$ cat src/hw/pafs_defines.svh
// offsets, field positions, reset values for the port a pin function select block
`ifndef PAFS_DEFINES_SVH
`define PAFS_DEFINES_SVH

// ==========================================
// register offsets (low address byte)
`define PAFS_ADDR_W 8
`define PAFS_OFS_DIR 8'hc4
`define PAFS_OFS_FUNC_UP 8'hc8
`define PAFS_OFS_FUNC_LO 8'hca

// ==========================================
// power-on reset values
`define PAFS_DIR_RST 16'h0000
`define PAFS_FUNC_UP_RST 16'h3302
`define PAFS_FUNC_LO_RST 16'hff95
`define PAFS_PERIPH_IN_IDLE 13'h1f81

// ==========================================
// fields of the upper select register
`define PAFS_P15_MSB 15
`define PAFS_P14_MSB 13
`define PAFS_P13_MSB 11
`define PAFS_P12_MSB 9
`define PAFS_P11_MSB 7
`define PAFS_P10_MSB 5
`define PAFS_P9_MSB 3
`define PAFS_UP_RSVD_BIT 1
`define PAFS_P8_BIT 0

// ==========================================
// reserved bits that always read one
`define PAFS_FUNC_UP_ONES 16'h0002
`define PAFS_FUNC_LO_ONES 16'haa00

`endif

$ cat src/hw/pafs_pkg.sv
// types shared by the port a pin function select block
package pafs_pkg;

  // ==========================================
  // two-bit pin function code
  typedef enum logic [1:0] {
    PAFS_GPIO = 2'h0,
    PAFS_FN1 = 2'h1,
    PAFS_FN2 = 2'h2,
    PAFS_FN3 = 2'h3
  } pafs_code_t;

  // ==========================================
  // peripheral drive toward the upper pins
  typedef struct packed {
    logic dma_acknowledge_1;
    logic dma_acknowledge_0;
    logic timer_capcomp_b1;
    logic timer_capcomp_a1;
    logic upper_parity_io;
    logic upper_parity_oe;
    logic lower_parity_io;
    logic lower_parity_oe;
    logic address_hold_out_n;
    logic interrupt_request_out;
  } pafs_periph_out_t;

  // ==========================================
  // pin levels routed back to peripherals
  typedef struct packed {
    logic [3:0] ext_int_req;
    logic dma_request_1;
    logic dma_request_0;
    logic timer_ext_clock_a;
    logic timer_ext_clock_b;
    logic timer_capcomp_b1;
    logic timer_capcomp_a1;
    logic upper_parity_io;
    logic lower_parity_io;
    logic bus_request_in;
  } pafs_periph_in_t;

endpackage : pafs_pkg

$ cat src/hw/pafs_top.sv
// port a direction and upper-half pin function select with pad multiplexer
//
// How it works
// - direction bit one drives, zero listens
// - direction matters only for gpio and capture/compare
// - direction clears on power-on reset only
// - select registers load patterns on power-on only
// - upper register pins 15-8, lower pins 7-0
// - pin15: gpio, ext_int_req_3, reserved, dma request 1
// - pin14: gpio, ext_int_req_2, reserved, dma ack 1
// - pin13: gpio, ext_int_req_1, timer clock b, dma_request_0
// - pin12: gpio, ext_int_req_0, timer clock a, dma_acknowledge_0
// - pin11: gpio, upper parity, capcomp b1, reserved
// - pin10: gpio, lower parity, capcomp a1, reserved
// - pin9: gpio, address hold, reserved, irq out
// - upper bit 1 reads one always
// - pin8: gpio or bus request input
// - every pin selectable alone, mode independent
`timescale 1ns/1ps
`include "pafs_defines.svh"

module pafs_top (
  // clock and power-on reset
  input wire logic I_CORE_CLK,
  input wire logic I_RST,
  // register port
  input wire logic [`PAFS_ADDR_W-1:0] I_ADDR,
  input wire logic [15:0] I_WDATA,
  input wire logic I_WR,
  input wire logic I_RD,
  output logic [15:0] O_RDATA,
  // upper pads, pins 15 to 8
  input wire logic [15:8] I_PAD_IN,
  output logic [15:8] O_PAD_OUT,
  output logic [15:8] O_PAD_OE_N,
  // general io data
  input wire logic [15:8] I_GPIO_OUT,
  output logic [15:8] O_GPIO_IN,
  // peripherals
  input wire pafs_pkg::pafs_periph_out_t I_PERIPH,
  output pafs_pkg::pafs_periph_in_t O_PERIPH,
  // lower half, muxed elsewhere
  output logic [15:0] O_DIR,
  output logic [15:0] O_FUNC_LOWER
);

  // ==========================================
  // registers
  logic [15:0] dir_q;
  logic [15:0] func_up_q;
  logic [15:0] func_lo_q;
  logic [15:0] rdata_q;
  logic wr_dir;
  logic wr_up;
  logic wr_lo;

  assign wr_dir = I_WR && (I_ADDR == `PAFS_OFS_DIR);
  assign wr_up = I_WR && (I_ADDR == `PAFS_OFS_FUNC_UP);
  assign wr_lo = I_WR && (I_ADDR == `PAFS_OFS_FUNC_LO);

  // the only reset here is power-on; manual reset, standby and sleep never reach these flops
  always_ff @(posedge I_CORE_CLK) begin
    if (I_RST) begin
      dir_q <= `PAFS_DIR_RST;
    end else if (wr_dir) begin
      dir_q <= I_WDATA;
    end
  end

  always_ff @(posedge I_CORE_CLK) begin
    if (I_RST) begin
      func_up_q <= `PAFS_FUNC_UP_RST;
    end else if (wr_up) begin
      func_up_q <= I_WDATA | `PAFS_FUNC_UP_ONES;
    end
  end

  always_ff @(posedge I_CORE_CLK) begin
    if (I_RST) begin
      func_lo_q <= `PAFS_FUNC_LO_RST;
    end else if (wr_lo) begin
      func_lo_q <= I_WDATA | `PAFS_FUNC_LO_ONES;
    end
  end

  // read data stands for exactly the cycle after the strobe; unmapped reads give zero
  always_ff @(posedge I_CORE_CLK) begin
    if (I_RST || !I_RD) begin
      rdata_q <= 16'h0000;
    end else begin
      unique case (I_ADDR)
        `PAFS_OFS_DIR: rdata_q <= dir_q;
        `PAFS_OFS_FUNC_UP: rdata_q <= func_up_q | `PAFS_FUNC_UP_ONES;
        `PAFS_OFS_FUNC_LO: rdata_q <= func_lo_q | `PAFS_FUNC_LO_ONES;
        default: rdata_q <= 16'h0000;
      endcase
    end
  end

  assign O_RDATA = rdata_q;

  // ==========================================
  // pad multiplexer
  pafs_pkg::pafs_code_t c15;
  pafs_pkg::pafs_code_t c14;
  pafs_pkg::pafs_code_t c13;
  pafs_pkg::pafs_code_t c12;
  pafs_pkg::pafs_code_t c11;
  pafs_pkg::pafs_code_t c10;
  pafs_pkg::pafs_code_t c9;
  logic [15:8] out_d;
  logic [15:8] oe_n_d;
  logic [15:8] gpio_d;
  logic [15:8] out_q;
  logic [15:8] oe_n_q;
  logic [15:8] gpio_q;
  pafs_pkg::pafs_periph_in_t pin_d;
  pafs_pkg::pafs_periph_in_t pin_q;

  // each pin decodes only its own field, whatever the chip mode
  assign c15 = pafs_pkg::pafs_code_t'(func_up_q[`PAFS_P15_MSB -: 2]);
  assign c14 = pafs_pkg::pafs_code_t'(func_up_q[`PAFS_P14_MSB -: 2]);
  assign c13 = pafs_pkg::pafs_code_t'(func_up_q[`PAFS_P13_MSB -: 2]);
  assign c12 = pafs_pkg::pafs_code_t'(func_up_q[`PAFS_P12_MSB -: 2]);
  assign c11 = pafs_pkg::pafs_code_t'(func_up_q[`PAFS_P11_MSB -: 2]);
  assign c10 = pafs_pkg::pafs_code_t'(func_up_q[`PAFS_P10_MSB -: 2]);
  assign c9 = pafs_pkg::pafs_code_t'(func_up_q[`PAFS_P9_MSB -: 2]);

  always_comb begin
    // general io is the fallback, so reserved codes land here too
    out_d = I_GPIO_OUT;
    oe_n_d = ~dir_q[15:8];
    gpio_d = I_PAD_IN;
    // request lines idle high so a deselected pin never asserts one
    pin_d = '0;
    pin_d.ext_int_req = 4'hf;
    pin_d.dma_request_1 = 1'b1;
    pin_d.dma_request_0 = 1'b1;
    pin_d.bus_request_in = 1'b1;
    unique case (c15)
      pafs_pkg::PAFS_FN1: begin
        oe_n_d[15] = 1'b1;
        gpio_d[15] = 1'b0;
        pin_d.ext_int_req[3] = I_PAD_IN[15];
      end
      pafs_pkg::PAFS_FN3: begin
        oe_n_d[15] = 1'b1;
        gpio_d[15] = 1'b0;
        pin_d.dma_request_1 = I_PAD_IN[15];
      end
      pafs_pkg::PAFS_GPIO, pafs_pkg::PAFS_FN2: begin
      end
    endcase
    unique case (c14)
      pafs_pkg::PAFS_FN1: begin
        oe_n_d[14] = 1'b1;
        gpio_d[14] = 1'b0;
        pin_d.ext_int_req[2] = I_PAD_IN[14];
      end
      pafs_pkg::PAFS_FN3: begin
        oe_n_d[14] = 1'b0;
        gpio_d[14] = 1'b0;
        out_d[14] = I_PERIPH.dma_acknowledge_1;
      end
      pafs_pkg::PAFS_GPIO, pafs_pkg::PAFS_FN2: begin
      end
    endcase
    unique case (c13)
      pafs_pkg::PAFS_FN1: begin
        oe_n_d[13] = 1'b1;
        gpio_d[13] = 1'b0;
        pin_d.ext_int_req[1] = I_PAD_IN[13];
      end
      pafs_pkg::PAFS_FN2: begin
        oe_n_d[13] = 1'b1;
        gpio_d[13] = 1'b0;
        pin_d.timer_ext_clock_b = I_PAD_IN[13];
      end
      pafs_pkg::PAFS_FN3: begin
        oe_n_d[13] = 1'b1;
        gpio_d[13] = 1'b0;
        pin_d.dma_request_0 = I_PAD_IN[13];
      end
      pafs_pkg::PAFS_GPIO: begin
      end
    endcase
    unique case (c12)
      pafs_pkg::PAFS_FN1: begin
        oe_n_d[12] = 1'b1;
        gpio_d[12] = 1'b0;
        pin_d.ext_int_req[0] = I_PAD_IN[12];
      end
      pafs_pkg::PAFS_FN2: begin
        oe_n_d[12] = 1'b1;
        gpio_d[12] = 1'b0;
        pin_d.timer_ext_clock_a = I_PAD_IN[12];
      end
      pafs_pkg::PAFS_FN3: begin
        oe_n_d[12] = 1'b0;
        gpio_d[12] = 1'b0;
        out_d[12] = I_PERIPH.dma_acknowledge_0;
      end
      pafs_pkg::PAFS_GPIO: begin
      end
    endcase
    unique case (c11)
      pafs_pkg::PAFS_FN1: begin
        // parity direction follows the data bus, not the direction bit
        oe_n_d[11] = ~I_PERIPH.upper_parity_oe;
        gpio_d[11] = 1'b0;
        out_d[11] = I_PERIPH.upper_parity_io;
        pin_d.upper_parity_io = I_PAD_IN[11];
      end
      pafs_pkg::PAFS_FN2: begin
        gpio_d[11] = 1'b0;
        out_d[11] = I_PERIPH.timer_capcomp_b1;
        pin_d.timer_capcomp_b1 = I_PAD_IN[11];
      end
      pafs_pkg::PAFS_GPIO, pafs_pkg::PAFS_FN3: begin
      end
    endcase
    unique case (c10)
      pafs_pkg::PAFS_FN1: begin
        oe_n_d[10] = ~I_PERIPH.lower_parity_oe;
        gpio_d[10] = 1'b0;
        out_d[10] = I_PERIPH.lower_parity_io;
        pin_d.lower_parity_io = I_PAD_IN[10];
      end
      pafs_pkg::PAFS_FN2: begin
        gpio_d[10] = 1'b0;
        out_d[10] = I_PERIPH.timer_capcomp_a1;
        pin_d.timer_capcomp_a1 = I_PAD_IN[10];
      end
      pafs_pkg::PAFS_GPIO, pafs_pkg::PAFS_FN3: begin
      end
    endcase
    unique case (c9)
      pafs_pkg::PAFS_FN1: begin
        oe_n_d[9] = 1'b0;
        gpio_d[9] = 1'b0;
        out_d[9] = I_PERIPH.address_hold_out_n;
      end
      pafs_pkg::PAFS_FN3: begin
        oe_n_d[9] = 1'b0;
        gpio_d[9] = 1'b0;
        out_d[9] = I_PERIPH.interrupt_request_out;
      end
      pafs_pkg::PAFS_GPIO, pafs_pkg::PAFS_FN2: begin
      end
    endcase
    if (func_up_q[`PAFS_P8_BIT]) begin
      oe_n_d[8] = 1'b1;
      gpio_d[8] = 1'b0;
      pin_d.bus_request_in = I_PAD_IN[8];
    end
  end

  // registered pad side costs one cycle of latency but keeps every output glitch free
  always_ff @(posedge I_CORE_CLK) begin
    if (I_RST) begin
      out_q <= 8'h00;
    end else begin
      out_q <= out_d;
    end
  end

  // pads come up as inputs so nothing fights a board driver during reset
  always_ff @(posedge I_CORE_CLK) begin
    if (I_RST) begin
      oe_n_q <= 8'hff;
    end else begin
      oe_n_q <= oe_n_d;
    end
  end

  // a pin lent to a peripheral reads zero on the port side
  always_ff @(posedge I_CORE_CLK) begin
    if (I_RST) begin
      gpio_q <= 8'h00;
    end else begin
      gpio_q <= gpio_d;
    end
  end

  // requests leave reset at their idle level, so no false request reaches dma or interrupt logic
  always_ff @(posedge I_CORE_CLK) begin
    if (I_RST) begin
      pin_q <= `PAFS_PERIPH_IN_IDLE;
    end else begin
      pin_q <= pin_d;
    end
  end

  assign O_PAD_OUT = out_q;
  assign O_PAD_OE_N = oe_n_q;
  assign O_GPIO_IN = gpio_q;
  assign O_PERIPH = pin_q;
  assign O_DIR = dir_q;
  assign O_FUNC_LOWER = func_lo_q;

endmodule : pafs_top

$ cat config.mk
export PLATFORM = sky130hd
export DESIGN_NAME = pafs_top
export DESIGN_NICKNAME = d
export VERILOG_FILES = /design/src/hw/pafs_pkg.sv /design/src/hw/pafs_top.sv
export VERILOG_INCLUDE_DIRS = /design/src /design/src/hw
export SDC_FILE = /design/constraint.sdc
export NUM_CORES = 1
export LEC_CHECK = 0
export ABC_CLOCK_PERIOD_IN_PS = 1600
export CAP_MARGIN = 10
export CORE_ASPECT_RATIO = 0.9
export CORE_MARGIN = 4
export CORE_UTILIZATION = 56
export CTS_BUF_LIST = sky130_fd_sc_hd__clkbuf_8 sky130_fd_sc_hd__clkbuf_16
export CTS_CLUSTER_DIAMETER = 200
export DETAILED_ROUTE_END_ITERATION = 8
export DONT_BUFFER_PORTS = 1
export PLACE_DENSITY_LB_ADDON = 0.05
export SLEW_MARGIN = 20
export SYNTH_ARGS = -nofsm -noshare
export SYNTH_HDL_FRONTEND = slang
export SYNTH_SLANG_ARGS = --single-unit
$ cat constraint.sdc
create_clock -name I_CORE_CLK -period 1.6 [get_ports I_CORE_CLK]
set_clock_uncertainty 0.2 [all_clocks]
set_input_delay 0.24 -clock I_CORE_CLK [delete_from_list [all_inputs] [get_ports I_CORE_CLK]]
set_output_delay 0.24 -clock I_CORE_CLK [all_outputs]
set_load 0.1 [all_outputs]
After elaboration in Yosys (flattened, before gate mapping)
Cells that the tools add are included.
{"block": "word_totals", "wordCells": 104, "output_inout_bits": 85, "ff_bits": 96}
{"block": "op_classes", "bitwise_logic": 16, "eq_ne": 19, "n_reduce_logical": 28, "n_mux": 11}
{"cell": "one-hot mux 16 bit (3 select lines)", "n": 1}
{"cell": "OR reduction 2 bit", "n": 16}
{"cell": "== test 8 bit (second input constant)", "n": 3}
{"cell": "== test 2 bit (second input constant)", "n": 9}
{"cell": "NOT 1 bit", "n": 15}
{"cell": "OR reduction 3 bit", "n": 5}
{"cell": "== test 2 x 1 -> 1 bit (second input constant)", "n": 7}
{"cell": "one-hot mux 1 bit (2 select lines)", "n": 5}
{"cell": "NOT 8 bit", "n": 1}
{"cell": "OR reduction 4 bit", "n": 2}
{"cell": "2-to-1 mux 1 bit", "n": 5}
{"cell": "logical AND 1 bit", "n": 3}
{"cell": "zero test 1 bit", "n": 1}
{"cell": "logical OR 1 bit", "n": 1}

Depth between registers and ports, before layout
Gate-level depths: netlist of the first run.
{"block": "depth", "word_depth": 3, "ltp_mapped": 6, "mapped_depth_nobuf": 5}

Least setup slack after synthesis of the first run
Ideal clock, no wire load.
{"block": "synth_path", "path_kind": "reg2reg", "start": "reg dir_q[14] (netlist: O_DIR[14])", "end": "reg rdata_q[14] (netlist: O_RDATA[14])", "path_slack_ns": -0.040, "path_stages_with_launch": 4, "arrival_time_ns": 1.368, "period_less_slack_ns": 1.640, "setup_time_ns": 0.072, "cell_sequence": "dfxtp_1 > nand3b_1 > a21o_1 > a21oi_1"}
{"block": "synth_between", "elab_chain_cells": 1}
{"element": "start, declared", "line_no": "pafs_top.sv:49", "rtl": "logic [15:0] dir_q;"}
{"element": "start signal, assigned", "line_no": "pafs_top.sv:64", "rtl": "dir_q <= `PAFS_DIR_RST;"}
{"element": "one-hot mux 16 bit (3 select lines)", "line_no": "pafs_top.sv:91", "rtl": "unique case (I_ADDR)"}
{"element": "end signal, assigned", "line_no": "pafs_top.sv:92", "rtl": "`PAFS_OFS_DIR: rdata_q <= dir_q;"}
{"element": "end signal, assigned", "line_no": "pafs_top.sv:93", "rtl": "`PAFS_OFS_FUNC_UP: rdata_q <= func_up_q | `PAFS_FUNC_UP_ONES;"}
{"element": "end signal, assigned", "line_no": "pafs_top.sv:94", "rtl": "`PAFS_OFS_FUNC_LO: rdata_q <= func_lo_q | `PAFS_FUNC_LO_ONES;"}
{"element": "end, declared", "line_no": "pafs_top.sv:52", "rtl": "logic [15:0] rdata_q;"}
No other way between the ends.
A chain may end at the register's enable or synchronous reset.

==> results of run 1 <==
## cell usage after synthesis, types with 2 or more instances
| library cell | instances |
|---|---|
| or3_1 | 2 |
| buf_2 | 4 |
| a21oi_1 | 17 |
| a221oi_1 | 2 |
| buf_4 | 7 |
| inv_1 | 6 |
| clkbuf_1 | 16 |
| nand2b_1 | 49 |
| mux2i_1 | 46 |
| and2_1 | 4 |
| nand2_1 | 26 |
| and3b_1 | 8 |
| nor4b_1 | 3 |
| nor2b_1 | 7 |
| o21bai_1 | 2 |
| nor2_1 | 28 |
| a21o_1 | 12 |
| ha_1 | 8 |
| nand3b_1 | 22 |
| dfxtp_1 | 96 |
| o21ai_0 | 5 |
| and4_1 | 2 |
| nor3_1 | 4 |
| or2_1 | 3 |
## layout make-up
| type | count | area [sq um] |
|---|---|---|
| well taps | 90 | 113 |
| clock inverters | 7 | 97.6 |
| inverters | 6 | 22.5 |
| clock buffers | 9 | 124 |
| repair buffers | 167 | 1540 |
| fillers | 362 | 1010 |
| multi-input cells | 265 | 1840 |
| flip-flops and latches | 96 | 1950 |
## worst min path at each step
stage / startpoint / end / depth (start not counted)
after floorplan: I_PAD_IN[12] / O_PERIPH[9]$_SDFF_PP1_ / 2
final: I_ADDR[1] / O_RDATA[11]$_SDFF_PP0_ / 4
after detailed placement: I_RST / O_PAD_OUT[8]$_SDFF_PP0_ / 1
after global placement: I_RST / O_PAD_OUT[14]$_SDFF_PP0_ / 1
after CTS: I_ADDR[1] / O_RDATA[11]$_SDFF_PP0_ / 4
after global routing: I_ADDR[1] / O_RDATA[11]$_SDFF_PP0_ / 4
## power by group through the flow
stage               clock network (uW)  logic, uW  registers (uW)
global route                      1840        565            2420
CTS                               1730        529            2420
finish                            1730        539            2420
floorplan                            0        187            2640
global placement                     0        363            2470
detailed placement                   0        365            2470
## flip-flops by register name, summed over array words and instances, names as in the netlist
| register | count |
|---|---|
| O_FUNC_LOWER | 12 |
| O_PAD_OE_N | 8 |
| O_PAD_OUT | 8 |
| func_up_q | 15 |
| O_GPIO_IN | 8 |
| O_PERIPH | 13 |
| O_RDATA | 16 |
| O_DIR | 16 |
## what timing repair did
item,4_1_cts,5_1_grt
endpoints found under the hold margin,96,0
hold buffers,73,0
setup buffers,0,0
setup endpoints to repair,0,13
gates resized for setup,0,13
## worst reg2reg max path, stage by stage (launching register included)
cell and delay, ns:
dfxtp_1 0.37, buf_12 0.19, nor2_1 0.07, dlygate4sd3_1 0.55, mux2i_1 0.11
## logic make-up after synthesis
group                      count (synthesis)
buffers and inverters                     35
AOI/OAI and AO/OA                         42
DFF                                       96
and+or+nand+nor                          165
adders and majority gates                  8
other                                      1
muxes                                     46
## metrics by stage
step / util / std cells
floorplan: - / 396
global placement: 0.700 / 551
detailed placement: 0.700 / 551
CTS: 0.844 / 640
global route: 0.849 / 640
finish: 0.849 / 640
## layer usage
metal,track usage,routed length (microns)
met5,0,0
met4,0.0995,132
met3,0.0787,915
met2,0.458,5490
met1,0.303,4340
==> results.cfg, run 1 <==
[placement]
numPortBuffers = 0
placed_cell_area_sq_mm = 0.00468
routabilityCongestion = 0.819
dp_slack_ns = 0.0576
dp_hpwl_microns = 6430

[route]
first_pass_iters = 4
drc_errors = 0
wl_microns = 10900
vias = 3346
via_per_inst = 5.23
wire_per_inst_microns = 17.0
drt_iter0_drc = 131
ant_nets = 0

[timing]
whs_ns = 0.00643
fmax_mhz = 633
relSlewSlack = 0.535
setup_viol = 0
min_period_ns = 1.58
worst_pin_slew_ns = 0.698
rsz0062_at_grt = false
setup_tns_ns = 0
hold_violations = 0
fin_crit_sh = 0.987
fin_ws_ns = 0.0206
drv_slew = 0

[worst_setup_path]
critPathMaxStageDelay_ns = 0.59
r2r_slack_ns = 0.04
slowest_stage = dlygate4sd3_1
reg2reg_from = O_FUNC_LOWER[8]$_SDFFE_PP1P_
r2r-end = O_FUNC_LOWER[8]$_SDFFE_PP1P_
end_kind = flip-flop
worst-setup-path-type = primary input to flip-flop
cp_top_family = buffers and inverters
crit_path_end = O_DIR[13]$_SDFFE_PP0P_
crit_path_start = I_WDATA[13]
path_buf_inv = 2
start_kind = primary input
cp_data_arrival_time_ns = 1.66
cp_max_fo = 2
crit_chain = dlygate4sd3_1 -> nand2b_1 -> dlygate4sd3_1 -> mux2i_1
critPathRequiredTime_ns = 1.68
cp.depth = 4
reg2regPathDepth = 4
crit_top_cell = dlygate4sd3_1

[cells_and_area]
area_growth_pct = 45.1
final_cell_mix = 88 x buf_4, 78 x dfxtp_1, 68 x dlygate4sd3_1
postLayoutCellArea_sq_mm = 0.00568
nets = 607
diodes = 0
final_common_cell = buf_4
drive_above_1_share = 0.245

[global_routing]
grt_pass1_wl_microns = 16900
grt_usage = 0.264
gr-total-overflow = 0
grt_max_degree = 73
antenna_found_initial = 0
grt_pass1_vias = 3483

[power_and_ir_drop]
swShare = 0.254
p_seq_frac = 0.516
power_uw = 4680
p_per_area_mw_per_mm2 = 823
comb_power_share = 0.115
p_leak_uw = 0.00235
vdd_ir_drop_max_mv = 0.707
power.internal_uw = 3490
power.switching_uw = 1190
clkPwrFrac = 0.369

[synthesis]
synthCells = 393
synth_largest_area_cell = dfxtp_1
yosysWarnings = 0
synth-edff-count = 0
ys_seq_area_frac = 0.490
syn_area_sq_mm = 0.00392
synth-seq-cells = 96
synthMuxAreaShare = 0.117
syn_area_per_cell_sq_um = 9.97
synth-main-ff-cell = dfxtp_1
synth_area_leaders = dfxtp_1 49%, mux2i_1 12%, nand2b_1 7.8%, nand3b_1 4.2%, nor2_1 2.7%
yosys.area_share.adder = 0.0255
synth_cell_types = 38
async_flop_share = 0
synth_top_area_share = 0.490
synth-xor-area-share = 0
synth_simple_gate_area_share = 0.250
synth-compound-area-share = 0.0690
synth_top_family_by_area = simple AND/OR/NAND/NOR gates

[floorplanning]
die_w_microns = 96.2
initial_utilization = 0.586
pin_count = 139
die_y_microns = 87.4
core-area_sq_mm = 0.00669
dieArea_sq_mm = 0.00840
rows = 28

[clock_tree]
cts_buffers = 9
clk_latency_ns = 0.36
cts_tree = done
clk_path_buf_depth = 2
htreeDepth = 3
cts.clk_slew.worst_paths_ns = 0.09
cts_root_buf = clkbuf_8
clock-sinks = 96

[min_path]
hp-class = primary input to flip-flop

[run]
cap_violations = 0

[status]
status = finished, final reports clean
Power figures use the tool's default switching activity.
==> run 2: changes to the inputs <==
- CORE_UTILIZATION: 56 -> 47
- RECOVER_POWER: default -> 25
==> results.cfg, run 2 (same netlist as run 1, synthesis figures left out) <==
[power_and_ir_drop]
p_leak_uw = 0.00232
p_per_area_mw_per_mm2 = 881
vdd_ir_drop_max_mv = 0.640

[floorplanning]
die_w_microns = 104
dieArea_sq_mm = 0.00986
core-area_sq_mm = 0.00807
rows = 31
pin_count = 139
initial_utilization = 0.486
die_y_microns = 94.6

[timing]
hold_violations = 11
setup_viol = 0
relSlewSlack = 0.331
fmax_mhz = 631
worst_pin_slew_ns = 1.00
setup_tns_ns = 0
whs_ns = -0.0662
drv_slew = 0
rsz0062_at_grt = false
min_period_ns = 1.58
fin_crit_sh = 0.990

[worst_setup_path]
cp_max_fo = 3
reg2reg_from = O_DIR[7]$_SDFFE_PP0P_
crit_chain = nand3b_1 -> dlygate4sd3_1 -> a21o_1 -> a21oi_1
worst-setup-path-type = flip-flop to flip-flop
slowest_stage = dlygate4sd3_1
end_kind = flip-flop
cp.depth = 4
critPathRequiredTime_ns = 1.69
path_buf_inv = 1
critPathMaxStageDelay_ns = 0.57
cp_top_family = buffers and inverters
cp_data_arrival_time_ns = 1.67
r2r_slack_ns = 0.02
reg2regPathDepth = 4
r2r-end = O_RDATA[7]$_SDFF_PP0_
start_kind = flip-flop

[min_path]
whs_path_depth = 3
hold_path_end = O_RDATA[3]$_SDFF_PP0_
hp-class = primary input to flip-flop
hp-start = I_ADDR[3]

[cells_and_area]
layout.area.seq_sq_mm = 0.00194
nets = 616
drive_above_1_share = 0.227
final_cell_mix = 87 x buf_4, 80 x dfxtp_1, 73 x dlygate4sd3_1
area_growth_pct = 46.1
multi_input_area_sq_mm = 0.00182
fill_cells = 621
postLayoutCellArea_sq_mm = 0.00573
final_common_cell = buf_4

[status]
violations = hold timing
status = complete, but fails checks

[route]
drt_iter0_drc = 93
first_pass_iters = 4
ant_nets = 0
wire_per_inst_microns = 16.3
wl_microns = 10700
via_per_inst = 5.06
drc_errors = 0
vias = 3336

[global_routing]
grt_usage = 0.222
grt_pass1_vias = 3374
antenna_found_initial = 1
gr-total-overflow = 0
grt_pass1_wl_microns = 17300
grt_max_degree = 72

[clock_tree]
holdBufCountCts = 76
cts.clk_slew.worst_paths_ns = 0.10
clk_latency_ns = 0.36
htreeDepth = 3
cts_buffers = 9
cts_root_buf = clkbuf_8
clock-sinks = 96
cts_tree = done
clk_path_buf_depth = 2

[placement]
numPortBuffers = 0
dp_hpwl_microns = 6810
placed_cell_area_sq_mm = 0.00470
routabilityCongestion = 0.789

[run]
cap_violations = 0
==> run 2: cell types whose count changed in the layout (fill, tap and decap cells not counted), moves of 2 or more <==
cell / previous run / this run
clkinv_4: 3 / 1
bufinv_16: 2 / 4
dlymetal6s4s_1: 4 / 0
dfxtp_2: 17 / 15
dlygate4sd3_1: 68 / 73
buf_12: 6 / 4
dfxtp_1: 78 / 80
clkbuf_1: 0 / 10
==> run 2: metrics by stage <==
step / hold WS (ns) / power, uW / cells / utilization / worst slack, ns
floorplan: 0.133 / 2830 / 396 / - / 0.00568
global placement: 0.122 / 2840 / 564 / 0.582 / 0.0898
detailed placement: 0.119 / 2840 / 564 / 0.582 / 0.0215
CTS: -0.0788 / 5090 / 656 / 0.713 / 0.0118
global route: -0.0596 / 5230 / 659 / 0.710 / 0.000742
finish: -0.0662 / 5040 / 659 / 0.710 / 0.0164
==> run 2: power breakdown <==
part | internal (uW) | switching [uW] | leakage [uW]
logic | 201 | 332 | 0.00140
clock network | 1250 | 847 | 0.000137
registers | 2410 | 7.11 | 0.000785
total | 3860 | 1190 | 0.00232
==> run 2: how the worst max path moves through the flow <==
stage | start | endpoint
global placement | I_ADDR[3] | func_up_q[6]$_SDFFE_PP0P_
finish | O_DIR[7]$_SDFFE_PP0P_ | O_RDATA[7]$_SDFF_PP0_
floorplan | I_ADDR[1] | O_DIR[6]$_SDFFE_PP0P_
global route | O_DIR[14]$_SDFFE_PP0P_ | O_RDATA[14]$_SDFF_PP0_
CTS | I_ADDR[1] | O_RDATA[9]$_SDFF_PP0_
detailed placement | I_ADDR[3] | func_up_q[3]$_SDFFE_PP0P_
==> run 2: worst reg2reg max path, delay by kind of cell (launching register included) <==
kind / cells / cell delay [ns]
DFF: 1 / 0.35
and+or+nand+nor: 1 / 0.09
buffers and inverters: 1 / 0.57
AOI/OAI and AO/OA: 2 / 0.30
==> run 2: final cells by class <==
type,instances,share of cell area
repair buffers,176,0.269
multi-input cells,265,0.318
flip-flops and latches,96,0.340
clock inverters,6,0.0240
well taps,99,0.0216
clock buffers,10,0.0240
inverters,6,0.00393
diodes,1,0.000437
==> run 2: per-layer routing <==
metal | track usage | vias up | part of all wire
li1 | - | 1633 | -
met5 | 0 | - | 0
met1 | 0.259 | 1576 | 0.42
met2 | 0.396 | 121 | 0.50
met3 | 0.0731 | 6 | 0.077
met4 | 0.0598 | 0 | 0.0041
==> run 2: repair_timing <==
item	4_1_cts	5_1_grt
endpoints found under the hold margin	96	11
setup endpoints to repair	0	14
buffers inserted	0	2
gates resized for setup	0	7
